### src/dpr_pkg.sv
// Purpose: Shared constants and types for the DDR3 power-down, reset and termination model.
// Assumes: One 50 MHz clock; registers reached over APB with 32-bit data.
// Notes:   Offsets are byte addresses of aligned words.
package dpr_pkg;
   // ==========================================================
   // Register map
   // ==========================================================
   localparam logic [11:0] OFS_MODE0   = 12'h000;  // Mode word 0: exit mode and write recovery.
   localparam logic [11:0] OFS_MODE1   = 12'h004;  // Mode word 1: nominal termination code.
   localparam logic [11:0] OFS_LAT     = 12'h008;  // Write latency and additive latency.
   localparam logic [11:0] OFS_STATUS  = 12'h00c;  // Read-only block state.
   localparam logic [11:0] OFS_RTT     = 12'h010;  // Read-only termination value in ohms.
   // ==========================================================
   // Field positions
   // ==========================================================
   localparam int FAST_EXIT_BIT = 12;   // Mode word 0 bit selecting fast precharge power-down exit.
   localparam int WR_LSB        = 9;    // Write recovery field low bit.
   localparam int WR_MSB        = 11;   // Write recovery field high bit.
   localparam int RTT_B2        = 9;    // Termination code bit 2 position.
   localparam int RTT_B1        = 6;    // Termination code bit 1 position.
   localparam int RTT_B0        = 2;    // Termination code bit 0 position.
   // ==========================================================
   // Reset values and constants
   // ==========================================================
   localparam logic [31:0] MODE0_RST = 32'h0000_0000;  // Slow exit, recovery code zero.
   localparam logic [31:0] MODE1_RST = 32'h0000_0000;  // Termination disabled.
   localparam logic [4:0]  CWL_RST   = 5'h05;          // Default write latency.
   localparam logic [4:0]  AL_RST    = 5'h00;          // Default additive latency.
   localparam logic [8:0]  RZQ_OHM   = 9'h0f0;         // Reference resistance, 240 ohms.
   localparam int CLK_PS             = 20000;          // Clock period in picoseconds.
   localparam int AON_MIN_PS         = 2000;           // Async switch earliest, 2 ns.
   localparam int AON_MAX_PS         = 8500;           // Async switch latest, 8.5 ns.
   // Least time rounds up, longest rounds down, never below one cycle.
   localparam int AON_MIN_CYC = (AON_MIN_PS + CLK_PS - 1) / CLK_PS;
   localparam int AON_MAX_RAW = AON_MAX_PS / CLK_PS;
   localparam int AON_MAX_CYC = (AON_MAX_RAW < 1) ? 1 : AON_MAX_RAW;
   localparam logic [3:0] SYNC_OFS = 4'h2;              // Subtracted from CWL plus AL.
   // ==========================================================
   // Types
   // ==========================================================
   typedef struct packed {
      logic       cke;     // Clock enable pin after synchronising.
      logic       rst_n;   // Device reset pin after synchronising, active low.
      logic       odt;     // Termination request pin after synchronising.
      logic       nop;     // NOP or deselect decoded this cycle.
      logic       srf;     // Device is in self refresh.
      logic       bank_open; // At least one bank open.
   } dpr_pins_t;
   typedef enum logic [3:0] {
      ST_RESET = 4'b0001,
      ST_IDLE  = 4'b0010,
      ST_APD   = 4'b0100,
      ST_PPD   = 4'b1000
   } dpr_state_t;
endpackage

### src/dpr_sync.sv
// Purpose: Two-flop synchroniser bank for pin inputs.
// Assumes: Inputs are asynchronous to clock.
// Notes:   First stage is read only by the second stage.
`timescale 1ns/1ps
module dpr_sync #(parameter int W = 4)
(
   input  wire logic         clock,
   input  wire logic         rst,
   input  wire logic [W-1:0] din,
   output logic      [W-1:0] dout
);
   logic [W-1:0] meta; // First stage.
   // ==========================================================
   // Synchroniser
   // ==========================================================
   // Two stages give metastability time to settle.
   always_ff @(posedge clock)
   begin
      if (rst)
      begin
         meta <= '0;
         dout <= '0;
      end
      else
      begin
         meta <= din;
         dout <= meta;
      end
   end
endmodule // dpr_sync

### src/dpr_core.sv
// Purpose: Power-down residency and exit, reset pin handling and nominal termination control.
// Assumes: Controller keeps its own timing; APB slave with zero wait states.
// Notes:   Termination is modelled as an enable plus a resistance value in ohms.
`timescale 1ns/1ps
module dpr_core
   import dpr_pkg::*;
(
   input  wire logic                clock,
   input  wire logic                rst,
   input  wire logic                cke_pin,
   input  wire logic                reset_n_pin,
   input  wire logic                odt_pin,
   input  wire logic                cmd_nop,
   input  wire logic                self_refresh,
   input  wire logic                bank_open,
   input  wire logic                psel,
   input  wire logic                penable,
   input  wire logic                pwrite,
   input  wire logic [11:0]         paddr,
   input  wire logic [31:0]         pwdata,
   output logic      [31:0]         prdata,
   output logic                     pready,
   output logic                     pslverr,
   output logic                     rtt_on,
   output logic      [8:0]          rtt_ohm,
   output logic                     dll_on,
   output logic                     out_enable,
   output logic      [3:0]          dev_state
);
   import dpr_pkg::*;
   // ==========================================================
   // Pin synchronisation
   // ==========================================================
   // Only the three real pins are synchronised; a spare stage would be a constant flop.
   logic [2:0]  pin_sync;    // Synchronised cke, reset_n and odt.
   dpr_pins_t   pins;        // Bundled pin and command view.
   dpr_sync #(.W(3)) u_sync
   (
      .clock (clock),
      .rst   (rst),
      .din   ({cke_pin, reset_n_pin, odt_pin}),
      .dout  (pin_sync)
   );
   assign pins = '{cke: pin_sync[2], rst_n: pin_sync[1], odt: pin_sync[0],
                   nop: cmd_nop, srf: self_refresh, bank_open: bank_open};
   // ==========================================================
   // Register file
   // ==========================================================
   logic [31:0] mode0;       // Exit mode and write recovery.
   logic [31:0] mode1;       // Termination code.
   logic [4:0]  cwl;         // Write latency.
   logic [4:0]  al;          // Additive latency.
   dpr_state_t  state;       // Power state.
   dpr_state_t  next_state;  // Next power state.
   logic        wr_hit;      // Write access phase.
   logic [2:0]  rtt_code;    // Gathered termination code.
   logic [2:0]  wr_code;     // Write recovery code.
   logic        fast_bit;    // Fast exit selection.
   assign pready  = 1'b1;    // Zero wait states.
   assign wr_hit  = psel && penable && pwrite;
   assign fast_bit = mode0[FAST_EXIT_BIT];
   assign wr_code  = mode0[WR_MSB:WR_LSB];
   assign rtt_code = {mode1[RTT_B2], mode1[RTT_B1], mode1[RTT_B0]};
   // Unmapped addresses answer with an error and zero data.
   wire hit_m0  = (paddr == OFS_MODE0);
   wire hit_m1  = (paddr == OFS_MODE1);
   wire hit_lat = (paddr == OFS_LAT);
   wire hit_st  = (paddr == OFS_STATUS);
   wire hit_rtt = (paddr == OFS_RTT);
   wire mapped  = hit_m0 || hit_m1 || hit_lat || hit_st || hit_rtt;
   assign pslverr = psel && penable && !mapped;
   logic [31:0] rd_word;     // Read mux output ahead of the data register.
   // Read data mux; the status word reports live block state.
   always_comb
   begin
      if (hit_m0)
         rd_word = mode0;
      else if (hit_m1)
         rd_word = mode1;
      else if (hit_lat)
         rd_word = {19'h0, al, 3'h0, cwl};
      else if (hit_st)
         rd_word = {24'h0, dll_on, rtt_on, out_enable, 1'b0, state};
      else if (hit_rtt)
         rd_word = {23'h0, rtt_ohm};
      else
         rd_word = 32'h0;
   end
   // ==========================================================
   // Read data register
   // ==========================================================
   // Read data is captured in the setup cycle, so it stands for the whole access phase
   // without a wait state; the status word is therefore one cycle old when it is taken.
   always_ff @(posedge clock)
   begin
      if (rst)
         prdata <= 32'h0;
      else if (psel && !penable)
         prdata <= rd_word;                               // Setup cycle only.
   end
   // Mode words are cleared by the device reset pin too.
   always_ff @(posedge clock)
   begin
      if (rst)
      begin
         mode0 <= MODE0_RST;
         mode1 <= MODE1_RST;
         cwl   <= CWL_RST;
         al    <= AL_RST;
      end
      else if (!pins.rst_n)
      begin
         mode0 <= MODE0_RST;
         mode1 <= MODE1_RST;
         cwl   <= CWL_RST;
         al    <= AL_RST;
      end
      else if (wr_hit && hit_m0)
         mode0 <= pwdata;
      else if (wr_hit && hit_m1)
         mode1 <= pwdata;
      else if (wr_hit && hit_lat)
      begin
         cwl <= pwdata[4:0];
         al  <= pwdata[12:8];
      end
   end
   // ==========================================================
   // Power state machine
   // ==========================================================
   // Reset pin wins over every other condition, including power-down.
   always_comb
   begin
      next_state = state;
      case (state)
         ST_RESET:
            if (pins.rst_n)
               next_state = ST_IDLE;
         ST_IDLE:
            if (!pins.rst_n)
               next_state = ST_RESET;
            else if (!pins.cke && pins.nop)
               next_state = pins.bank_open ? ST_APD : ST_PPD;
         ST_APD, ST_PPD:
            if (!pins.rst_n)
               next_state = ST_RESET;
            else if (pins.cke && pins.nop)
               next_state = ST_IDLE;
         default:
            next_state = ST_RESET;
      endcase
   end
   always_ff @(posedge clock)
   begin
      if (rst)
         state <= ST_RESET;
      else
         state <= next_state;
   end
   assign dev_state  = state;
   assign out_enable = (state != ST_RESET);
   // DLL stays on except in reset and in slow-exit precharge power-down.
   wire slow_ppd = (state == ST_PPD) && !fast_bit;
   assign dll_on = (state != ST_RESET) && !slow_ppd;
   // ==========================================================
   // Termination control
   // ==========================================================
   // Resistance lookup; reserved codes give zero ohms and no termination.
   function automatic logic [8:0] rtt_value(input logic [2:0] code);
      case (code)
         3'h1: rtt_value = RZQ_OHM / 9'h004;
         3'h2: rtt_value = RZQ_OHM / 9'h002;
         3'h3: rtt_value = RZQ_OHM / 9'h006;
         3'h4: rtt_value = RZQ_OHM / 9'h00c;
         3'h5: rtt_value = RZQ_OHM / 9'h008;
         default: rtt_value = 9'h000;
      endcase
   endfunction
   wire        rtt_legal = (rtt_code != 3'h0) && (rtt_code < 3'h6);
   wire        odt_eff   = pins.odt && rtt_legal && !pins.srf;
   wire        async_md  = !dll_on;
   wire [5:0]  lat_sum   = {1'b0, cwl} + {1'b0, al};
   wire [5:0]  sync_lat  = (lat_sum > {2'h0, SYNC_OFS}) ? lat_sum - {2'h0, SYNC_OFS} : 6'h0;
   logic [31:0] odt_hist;   // Shift history of the sampled request.
   logic [3:0]  async_cnt;  // Cycles since the last change, held at AON_MAX_CYC.
   logic        async_val;  // Value awaiting asynchronous application.
   logic        rtt_q;      // Applied termination state.
   // History shifts each cycle so the synchronous delay is a tap select.
   always_ff @(posedge clock)
   begin
      if (rst || !pins.rst_n)
         odt_hist <= 32'h0;
      else
         odt_hist <= {odt_hist[30:0], odt_eff};
   end
   // Asynchronous mode applies a change after the bounded nanosecond delay.
   always_ff @(posedge clock)
   begin
      if (rst || !pins.rst_n)
      begin
         async_cnt <= 4'h0;
         async_val <= 1'b0;
      end
      else if (odt_eff != async_val)
      begin
         async_val <= odt_eff;
         async_cnt <= 4'h1;
      end
      else if (async_cnt != 4'h0 && async_cnt < AON_MAX_CYC[3:0])
         async_cnt <= async_cnt + 4'h1;
   end
   wire sync_tap  = (sync_lat == 6'h0) ? odt_eff : odt_hist[sync_lat[4:0] - 5'h1];
   wire async_rdy = (async_cnt >= AON_MIN_CYC[3:0]) || (async_cnt == 4'h0);
   // Turn-off lands on the edge after the latency, the half clock being absorbed here.
   always_ff @(posedge clock)
   begin
      if (rst || !pins.rst_n)
         rtt_q <= 1'b0;
      else if (async_md)
      begin
         if (async_rdy)
            rtt_q <= async_val;
      end
      else
         rtt_q <= sync_tap;
   end
   assign rtt_on  = rtt_q && rtt_legal && out_enable;
   assign rtt_ohm = rtt_on ? rtt_value(rtt_code) : 9'h000;

   // Power-down is left only by the pin reset or a sampled CKE high with NOP.
   wire in_pd = (state == ST_APD) || (state == ST_PPD);   // Either power-down state.
endmodule // dpr_core

### config.mk
export PLATFORM = sky130hd
export DESIGN_NAME = dpr_core
export DESIGN_NICKNAME = d
export VERILOG_FILES = /design/src/dpr_pkg.sv /design/src/dpr_sync.sv /design/src/dpr_core.sv
export SDC_FILE = /design/constraint.sdc
export NUM_CORES = 1
export LEC_CHECK = 0
export BUFFER_PORTS_ARGS = -buffer_cell sky130_fd_sc_hd__buf_2
export CAP_MARGIN = 20
export CORE_ASPECT_RATIO = 2
export CORE_MARGIN = 2
export CORE_UTILIZATION = 41
export CTS_CLUSTER_DIAMETER = 80
export DETAILED_ROUTE_END_ITERATION = 16
export PLACE_DENSITY = 0.64
export SYNTH_ARGS = -nofsm -noshare
export SYNTH_HDL_FRONTEND = slang
export SYNTH_HIERARCHICAL = 1
export SYNTH_SLANG_ARGS = --single-unit
### constraint.sdc
create_clock -name clock -period 7.85 [get_ports clock]
set_clock_uncertainty 0.1 [all_clocks]
set_input_delay 1.57 -clock clock [delete_from_list [all_inputs] [get_ports clock]]
set_output_delay 1.57 -clock clock [all_outputs]
set_load 0.005 [all_outputs]
==> impl_summary.txt, run 1 <==
----------------------------------------------------
[Logic synthesis]
  Number of storage elements in the synthesis netlist ... 150
  Synthesized cell area ... 6564 um2
  Library cell with the largest summed area after synthesis ... sky130_fd_sc_hd__dfxtp_1
  Distinct cell type count of the synthesized netlist ... 67
  Post-synth top flop ... sky130_fd_sc_hd__dfxtp_1
  FFs w/ async S/R, synth ... 0
  Synthesized instance count ... between 700 and 800
  Avg Inst Size Synth ... between 8 and 9 um2
  Leading cell types by total area after synthesis ... sky130_fd_sc_hd__dfxtp_1 (46%), sky130_fd_sc_hd__nand2_1 (9.6%), sky130_fd_sc_hd__a21oi_1 (7.0%)
  Top cell types by occurrence after synthesis ... sky130_fd_sc_hd__nand2_1 (168), sky130_fd_sc_hd__dfxtp_1 (150), sky130_fd_sc_hd__a21oi_1 (92), sky130_fd_sc_hd__nor2_1 (58), sky130_fd_sc_hd__clkbuf_1 (46)
  Top-area cell type share of the netlist area ... 0.4575
  Part of the Yosys area used for sequential elements ... 0.4575
  Top-count cell post-synth ... sky130_fd_sc_hd__nand2_1
  Total of warnings raised by yosys ... 6
  Post-synth EDFFs ... 0

[STA]
  Final critical-path share of the clock period ... 0.6021
  Tightest slew margin relative to the limit ... 0.3568
  Final Hold Vio Count ... 0
  Minimum clock period ... 4726 ps
  Pins over their slew limit ... 0
  Final setup violation count ... 0
  Max Fclk ... about 210 MHz
  Tightest Pin Transition ... 964.8 ps
  Setup repair after global routing missed its margin ... false
  Final sum of negative setup slack ... 0 ps

[Floorplan]
  Cell Rows ... 65
  DIE AREA ... 17100 um2
  Chip width ... ~93 um
  Core Area ... about 16000 um2
  Initial core utilization ... 0.4182
  Vertical die dimension ... roughly 180 um
  # IOs ... roughly 110

[Clock tree]
  Clk Tree Root Cell ... sky130_fd_sc_hd__clkbuf_16
  Number of buffers created by CTS ... 17
  Clock sink count ... 150
  H-tree depth ... 4
  Clock transition at path regs ... 60 ps
  Setup fix buffers added after clock tree synthesis ... 0
  Number of buffers between clock root and the deepest sink ... 2
  Post-CTS Hold Buffers ... 0
  Total of cells resized after clock tree synthesis ... 0
  TritonCTS clock tree ... yes
  Clock insertion delay at the later pin of the skew report ... 420 ps

[Worst setup path]
  Crit path cell chain ... ha_1, inv_1, fa_1, nand2b_1, a21oi_1, xor2_1, or4_4, nand2_1, ha_1, buf_4, mux2i_1, nand2_1, nor2_1, o21ai_0, o211a_1, a2111oi_1, o41ai_2
  Crit path DAT ... about 5000 ps
  Crit. End Element ... register
  Endpoint required time on the critical path ... roughly 8000 ps
  Setup crit start kind ... register
  Crit path max-delay cell type ... sky130_fd_sc_hd__xor2_1
  CP max FO ... 25
  CP Class ... register to register
  Biggest cell delay along the critical path ... 470 ps

[Power]
  Worst voltage drop across the vdd grid ... slightly above 200 uV
  Combinational group share of total power ... 0.060
  Leakage ... 0.002909 uW
  Net switching share of the total power ... 0.2336
  Power after layout ... between 1500 and 2000 uW
  Flop pwr share ... 0.470
  Internal Pwr Total ... ~1300 uW
  Power per cell area ... approximately 220 nW/um2
  Portion of total power attributed to the clock network ... 0.470
  Net switching power ... 388.9 uW

[GRT]
  Largest net degree at the start of global routing ... 75
  Via count of the first global-routing pass ... ~5800
  Overall Global Routing Usage ... 0.2174
  Global route total overflow ... 0
  Initial antenna violation count ... 0
  First-pass GRT wire length ... between 20 and 30 mm

[Final layout]
  Cell area after layout ... a little under 8000 um2
  Utilization of the core after routing ... 0.4914
  Area growth, synth to finish ... 17.50%
  Footprint of the flip-flops and latches ... 3003 um2
  Fill count ... roughly 1600
  Antenna fix cells ... 0
  Post-layout net count ... 924
  Multi-input gate area ... roughly 3300 um2
  Share of layout cells above drive strength 1 ... 0.1901

[Detailed routing]
  Number of DRC markers after the initial detailed-route iteration ... 266
  WL/cell ... 16.80 um
  Final routed DRC violation total ... 0
  Via/cell ratio ... around 5.5
  Routed via count ... around 6000
  Number of detailed-routing iterations run before antenna repair ... 5
  Antenna Violating Nets Remaining ... 0
  Total Wirelength ... roughly 18 mm

[Min path]
  Hold Path Class ... register to register

[Placement]
  Count of input and output buffers ... 100
  Global placer's final weighted congestion ... between 0.8 and 0.9
  Post-DP Area ... 7143 um2
  HPWL after DPL ... 12.52 mm

[Outcome]
  Status ... finished, final reports clean

[Flow run]
  Max cap viols ... 0

----------------------------------------------------
placed cells by master, fill, tap and decap left out, drive strengths merged, types with 4 or more instances in the layout:
cell type,n
nand4,4
nor3,39
nand2,169
o21ai,18
nor2b,12
clkinvlp,5
conb,4
and2,36
ha,8
xnor2,4
clkbuf,22
a31oi,4
o221ai,5
and4,4
nor2,59
mux2i,15
a221oi,23
a21oi,92
nand3,11
dfxtp,150
a211oi,6
buf,111
a221o,6
inv,11
worst max-delay path: cells and delay by family (launching register included):
kind                     cells  cell delay (ps)
flip-flops                   1              380
multiplexers                 1              270
buffers and inverters        2              360
XOR/XNOR                     1              470
AND/OR/NAND/NOR              5              950
AO/OA/AOI/OAI                5             1070
adder cells (fa/ha/maj)      3              980
through the flow:
| stage | hold slack, ps | std cells | setup WS (ps) |
|---|---|---|---|
| finish | 341.6 | 1074 | 3124 |
| detailed placement | 329.9 | 1042 | 3144 |
| floorplan | 313.8 | 789 | 3594 |
| global placement | 320.8 | 1042 | 3234 |
| CTS | 345.1 | 1074 | 3147 |
| global route | 354.6 | 1074 | 2784 |
state kept, by name, summed over array words and instances (netlist names):
register     cells
mode0           32
mode1           32
odt_hist        32
prdata          32
al               5
cwl              5
dev_state        4
u_sync/dout      3
u_sync/meta      3
async_val        1
rtt_q            1
power groups by stage:
stage	Clock, uW	Sequential (uW)	Combinational, uW
final	782	783	99.6
after global routing	829	784	108
after CTS	796	783	100
after detailed placement	0	800	99.9
after global placement	0	800	98.9
after floorplan	0	798	50.6
routing by layer:
metal / vias up / wire length (um) / share of wire / track usage
met5: - / 0 / 0 / 0
met4: 0 / 430 / 0.024 / 0.08529
met3: 37 / 900 / 0.050 / 0.05752
met2: 167 / 9924 / 0.55 / 0.4006
met1: 2774 / 6791 / 0.38 / 0.2299
li1: 2880 / - / - / -
final timing paths:
path / start / end / slack (ps) / cells after the start
worst min-delay path: u_sync/meta[1]$_SDFF_PP0_ / u_sync/dout[1]$_SDFF_PP0_ / 340 / 1
worst max register to register: cwl[0]$_SDFFE_PP1P_ / rtt_q$_SDFFE_PP0P_ / 3120 / 17
worst max-delay path: cwl[0]$_SDFFE_PP1P_ / rtt_q$_SDFFE_PP0P_ / 3120 / 17
worst min register to register: u_sync/meta[1]$_SDFF_PP0_ / u_sync/dout[1]$_SDFF_PP0_ / 340 / 1
cells by family after synthesis:
group,synth area share
AND/OR/NAND/NOR,0.2493
AO/OA/AOI/OAI,0.1775
flip-flops,0.4575
buffers and inverters,0.04727
multiplexers,0.03317
adder cells (fa/ha/maj),0.01830
XOR/XNOR,0.01582
other,0.001144
area by class of cell:
type,count,area share
repair buffers,111,0.07560
well taps,201,0.03261
clock inverters,10,0.01233
flip-flops and latches,150,0.3894
multi-input cells,571,0.4242
clock buffers,22,0.06149
inverters,9,0.004380
No activity file was read; power rests on OpenSTA's default activity.
==> run 2: changes to the inputs <==
==> constraint.sdc (replaced) <==
create_clock -name clock -period 4.81 [get_ports clock]
set_clock_uncertainty 0.1 [all_clocks]
set_input_delay 0.962 -clock clock [delete_from_list [all_inputs] [get_ports clock]]
set_output_delay 0.962 -clock clock [all_outputs]
set_load 0.005 [all_outputs]
==> run 2 against run 1 <==
  * Wire length up 4.8%
  * Cell count up 0.28%
  * Setup slack worse by 2800 ps
  * Count of clock-buffer cells in the layout unchanged
  * Design area up 0.75%
  * First-iteration DRC count up 12%
  * Worst hold slack worse by 5.2 ps
  * Fmax up 4.6%
  * Largest cell class unchanged
==> impl_summary.txt, run 2 (same netlist as run 1, synthesis figures left out) <==
----------------------------------------------------
[Outcome]
  Status ... finished, final reports clean

[Clock tree]
  H-tree depth ... 4
  Clock transition at path regs ... around 60 ps
  Number of buffers between clock root and the deepest sink ... 2
  TritonCTS clock tree ... yes
  Post-CTS Hold Buffers ... 0
  Clock sink count ... 150
  Clock insertion delay at the later pin of the skew report ... about 420 ps
  Clk Tree Root Cell ... sky130_fd_sc_hd__clkbuf_16
  Total of cells resized after clock tree synthesis ... 0
  Number of buffers created by CTS ... 17
  Setup fix buffers added after clock tree synthesis ... 0

[Power]
  Internal Pwr Total ... roughly 2200 uW
  Leakage ... 0.002956 uW
  Portion of total power attributed to the clock network ... 0.482
  Net switching power ... 612.0 uW
  Worst voltage drop across the vdd grid ... 227.2 uV
  Power per cell area ... between 300 and 400 nW/um2
  Combinational group share of total power ... 0.058
  Flop pwr share ... 0.460
  Net switching share of the total power ... 0.2203

[GRT]
  First-pass GRT wire length ... 30.21 mm
  Global routing's busiest layer ... met2
  Overall Global Routing Usage ... 0.2267
  GR met3 Demand/Resource ... 0.05053
  Via count of the first global-routing pass ... just over 6000
  Global route total overflow ... 0
  Largest net degree at the start of global routing ... 49
  Initial antenna violation count ... 0
  Met1 routing resource usage after global routing ... 0.2265
  Met2 usage ... 0.4075

[Final layout]
  Area growth, synth to finish ... 18.38%
  Cell area after layout ... just under 8000 um2
  Most frequent cells in the layout ... sky130_fd_sc_hd__nand2_1 (168), sky130_fd_sc_hd__dfxtp_1 (150), sky130_fd_sc_hd__buf_2 (100)
  Most frequent standard cell in the layout excluding fill and tap cells ... sky130_fd_sc_hd__nand2_1
  Post-layout net count ... roughly 930
  Antenna fix cells ... 0
  Share of layout cells above drive strength 1 ... 0.1918
  Fill count ... about 1600
  Utilization of the core after routing ... 0.4950
  Multi-input gate area ... roughly 3300 um2
  Footprint of the flip-flops and latches ... roughly 3000 um2

[STA]
  Final critical-path share of the clock period ... 0.9399
  Tightest Pin Transition ... between 900 and 1000 ps
  Minimum clock period ... approximately 4500 ps
  Pins over their slew limit ... 0
  Max Fclk ... around 220 MHz
  Final setup violation count ... 0
  Worst hold margin ... 336.4 ps
  Setup repair after global routing missed its margin ... false
  Post-layout worst setup margin ... around 290 ps
  Final sum of negative setup slack ... 0 ps
  Final Hold Vio Count ... 0
  Tightest slew margin relative to the limit ... 0.3886

[Flow run]
  Max cap viols ... 0

[Floorplan]
  Chip width ... around 93 um
  # IOs ... about 110
  Vertical die dimension ... between 150 and 200 um
  DIE AREA ... around 17000 um2
  Core Area ... ~16000 um2
  Initial core utilization ... 0.4182
  Cell Rows ... 65

[Worst setup path]
  CP Class ... register to register
  Setup crit start kind ... register
  Worst-case register-to-register setup slack ... 290 ps
  Crit path DAT ... about 4700 ps
  CP max FO ... 17
  Crit. End Element ... register
  Endpoint required time on the critical path ... approximately 5000 ps

[Detailed routing]
  Final routed DRC violation total ... 0
  Number of DRC markers after the initial detailed-route iteration ... 298
  Number of detailed-routing iterations run before antenna repair ... 5
  Via/cell ratio ... about 5.5
  Antenna Violating Nets Remaining ... 0
  WL/cell ... between 15 and 20 um
  Routed via count ... between 5000 and 6000
  Total Wirelength ... ~19 mm

[Placement]
  Place WS ... 342.9 ps
  Post-DP Area ... slightly above 7000 um2
  Global placer's final weighted congestion ... ~0.86
  HPWL after DPL ... approximately 13 mm
  Count of input and output buffers ... 100

[Min path]
  Hold Path Class ... register to register

----------------------------------------------------
[run 2: path summary, 6_finish.rpt]
check | from | endpoint | depth (start not counted)
worst min register to register | u_sync/meta[2]$_SDFF_PP0_ | u_sync/dout[2]$_SDFF_PP0_ | 1
worst max-delay path | cwl[0]$_SDFFE_PP1P_ | rtt_q$_SDFFE_PP0P_ | 16
worst min-delay path | u_sync/meta[2]$_SDFF_PP0_ | u_sync/dout[2]$_SDFF_PP0_ | 1
worst max register to register | cwl[0]$_SDFFE_PP1P_ | rtt_q$_SDFFE_PP0P_ | 16
[run 2: layer usage]
layer,vias to the layer above,share of wire,wire length (um)
li1,2884,-,-
met4,0,0.061,1159
met2,185,0.53,10020
met5,-,0,0
met1,2838,0.36,6740
met3,63,0.053,994
[run 2: layout make-up]
| class | instances | area share |
|---|---|---|
| repair buffers | 116 | 0.07987 |
| flip-flops and latches | 150 | 0.3865 |
| multi-input cells | 571 | 0.4211 |
| inverters | 9 | 0.004348 |
| clock inverters | 8 | 0.01610 |
| well taps | 201 | 0.03237 |
| clock buffers | 22 | 0.05974 |
[run 2: metrics by stage]
step	instances	power, uW
after global placement	1047	1465
after global routing	1077	2871
after detailed placement	1047	1467
final	1077	2778
after floorplan	789	1386
after CTS	1077	2805
[run 2: power groups by stage]
stage,clock network (uW),registers [uW],logic [uW]
2_1_floorplan,0,1300,82.6
3_3_place_gp,0,1310,159
3_5_place_dp,0,1310,161
4_1_cts,1360,1280,162
5_1_grt,1410,1280,176
6_report,1340,1280,160
[run 2: worst max-delay path, stage by stage, from the launching register on]
cell                       delay (ps)
sky130_fd_sc_hd__dfxtp_1          370
sky130_fd_sc_hd__ha_1             220
sky130_fd_sc_hd__inv_1             70
sky130_fd_sc_hd__fa_1             430
sky130_fd_sc_hd__nand2b_1         220
sky130_fd_sc_hd__a21oi_1          170
sky130_fd_sc_hd__xor2_1           490
sky130_fd_sc_hd__or4_4            370
sky130_fd_sc_hd__nand2_1          140
sky130_fd_sc_hd__ha_1             400
sky130_fd_sc_hd__buf_4            220
sky130_fd_sc_hd__and2_1           150
sky130_fd_sc_hd__a211oi_1         220
sky130_fd_sc_hd__a311oi_1         100
sky130_fd_sc_hd__a311o_1          360
sky130_fd_sc_hd__a221oi_2         260
sky130_fd_sc_hd__o41ai_2          100
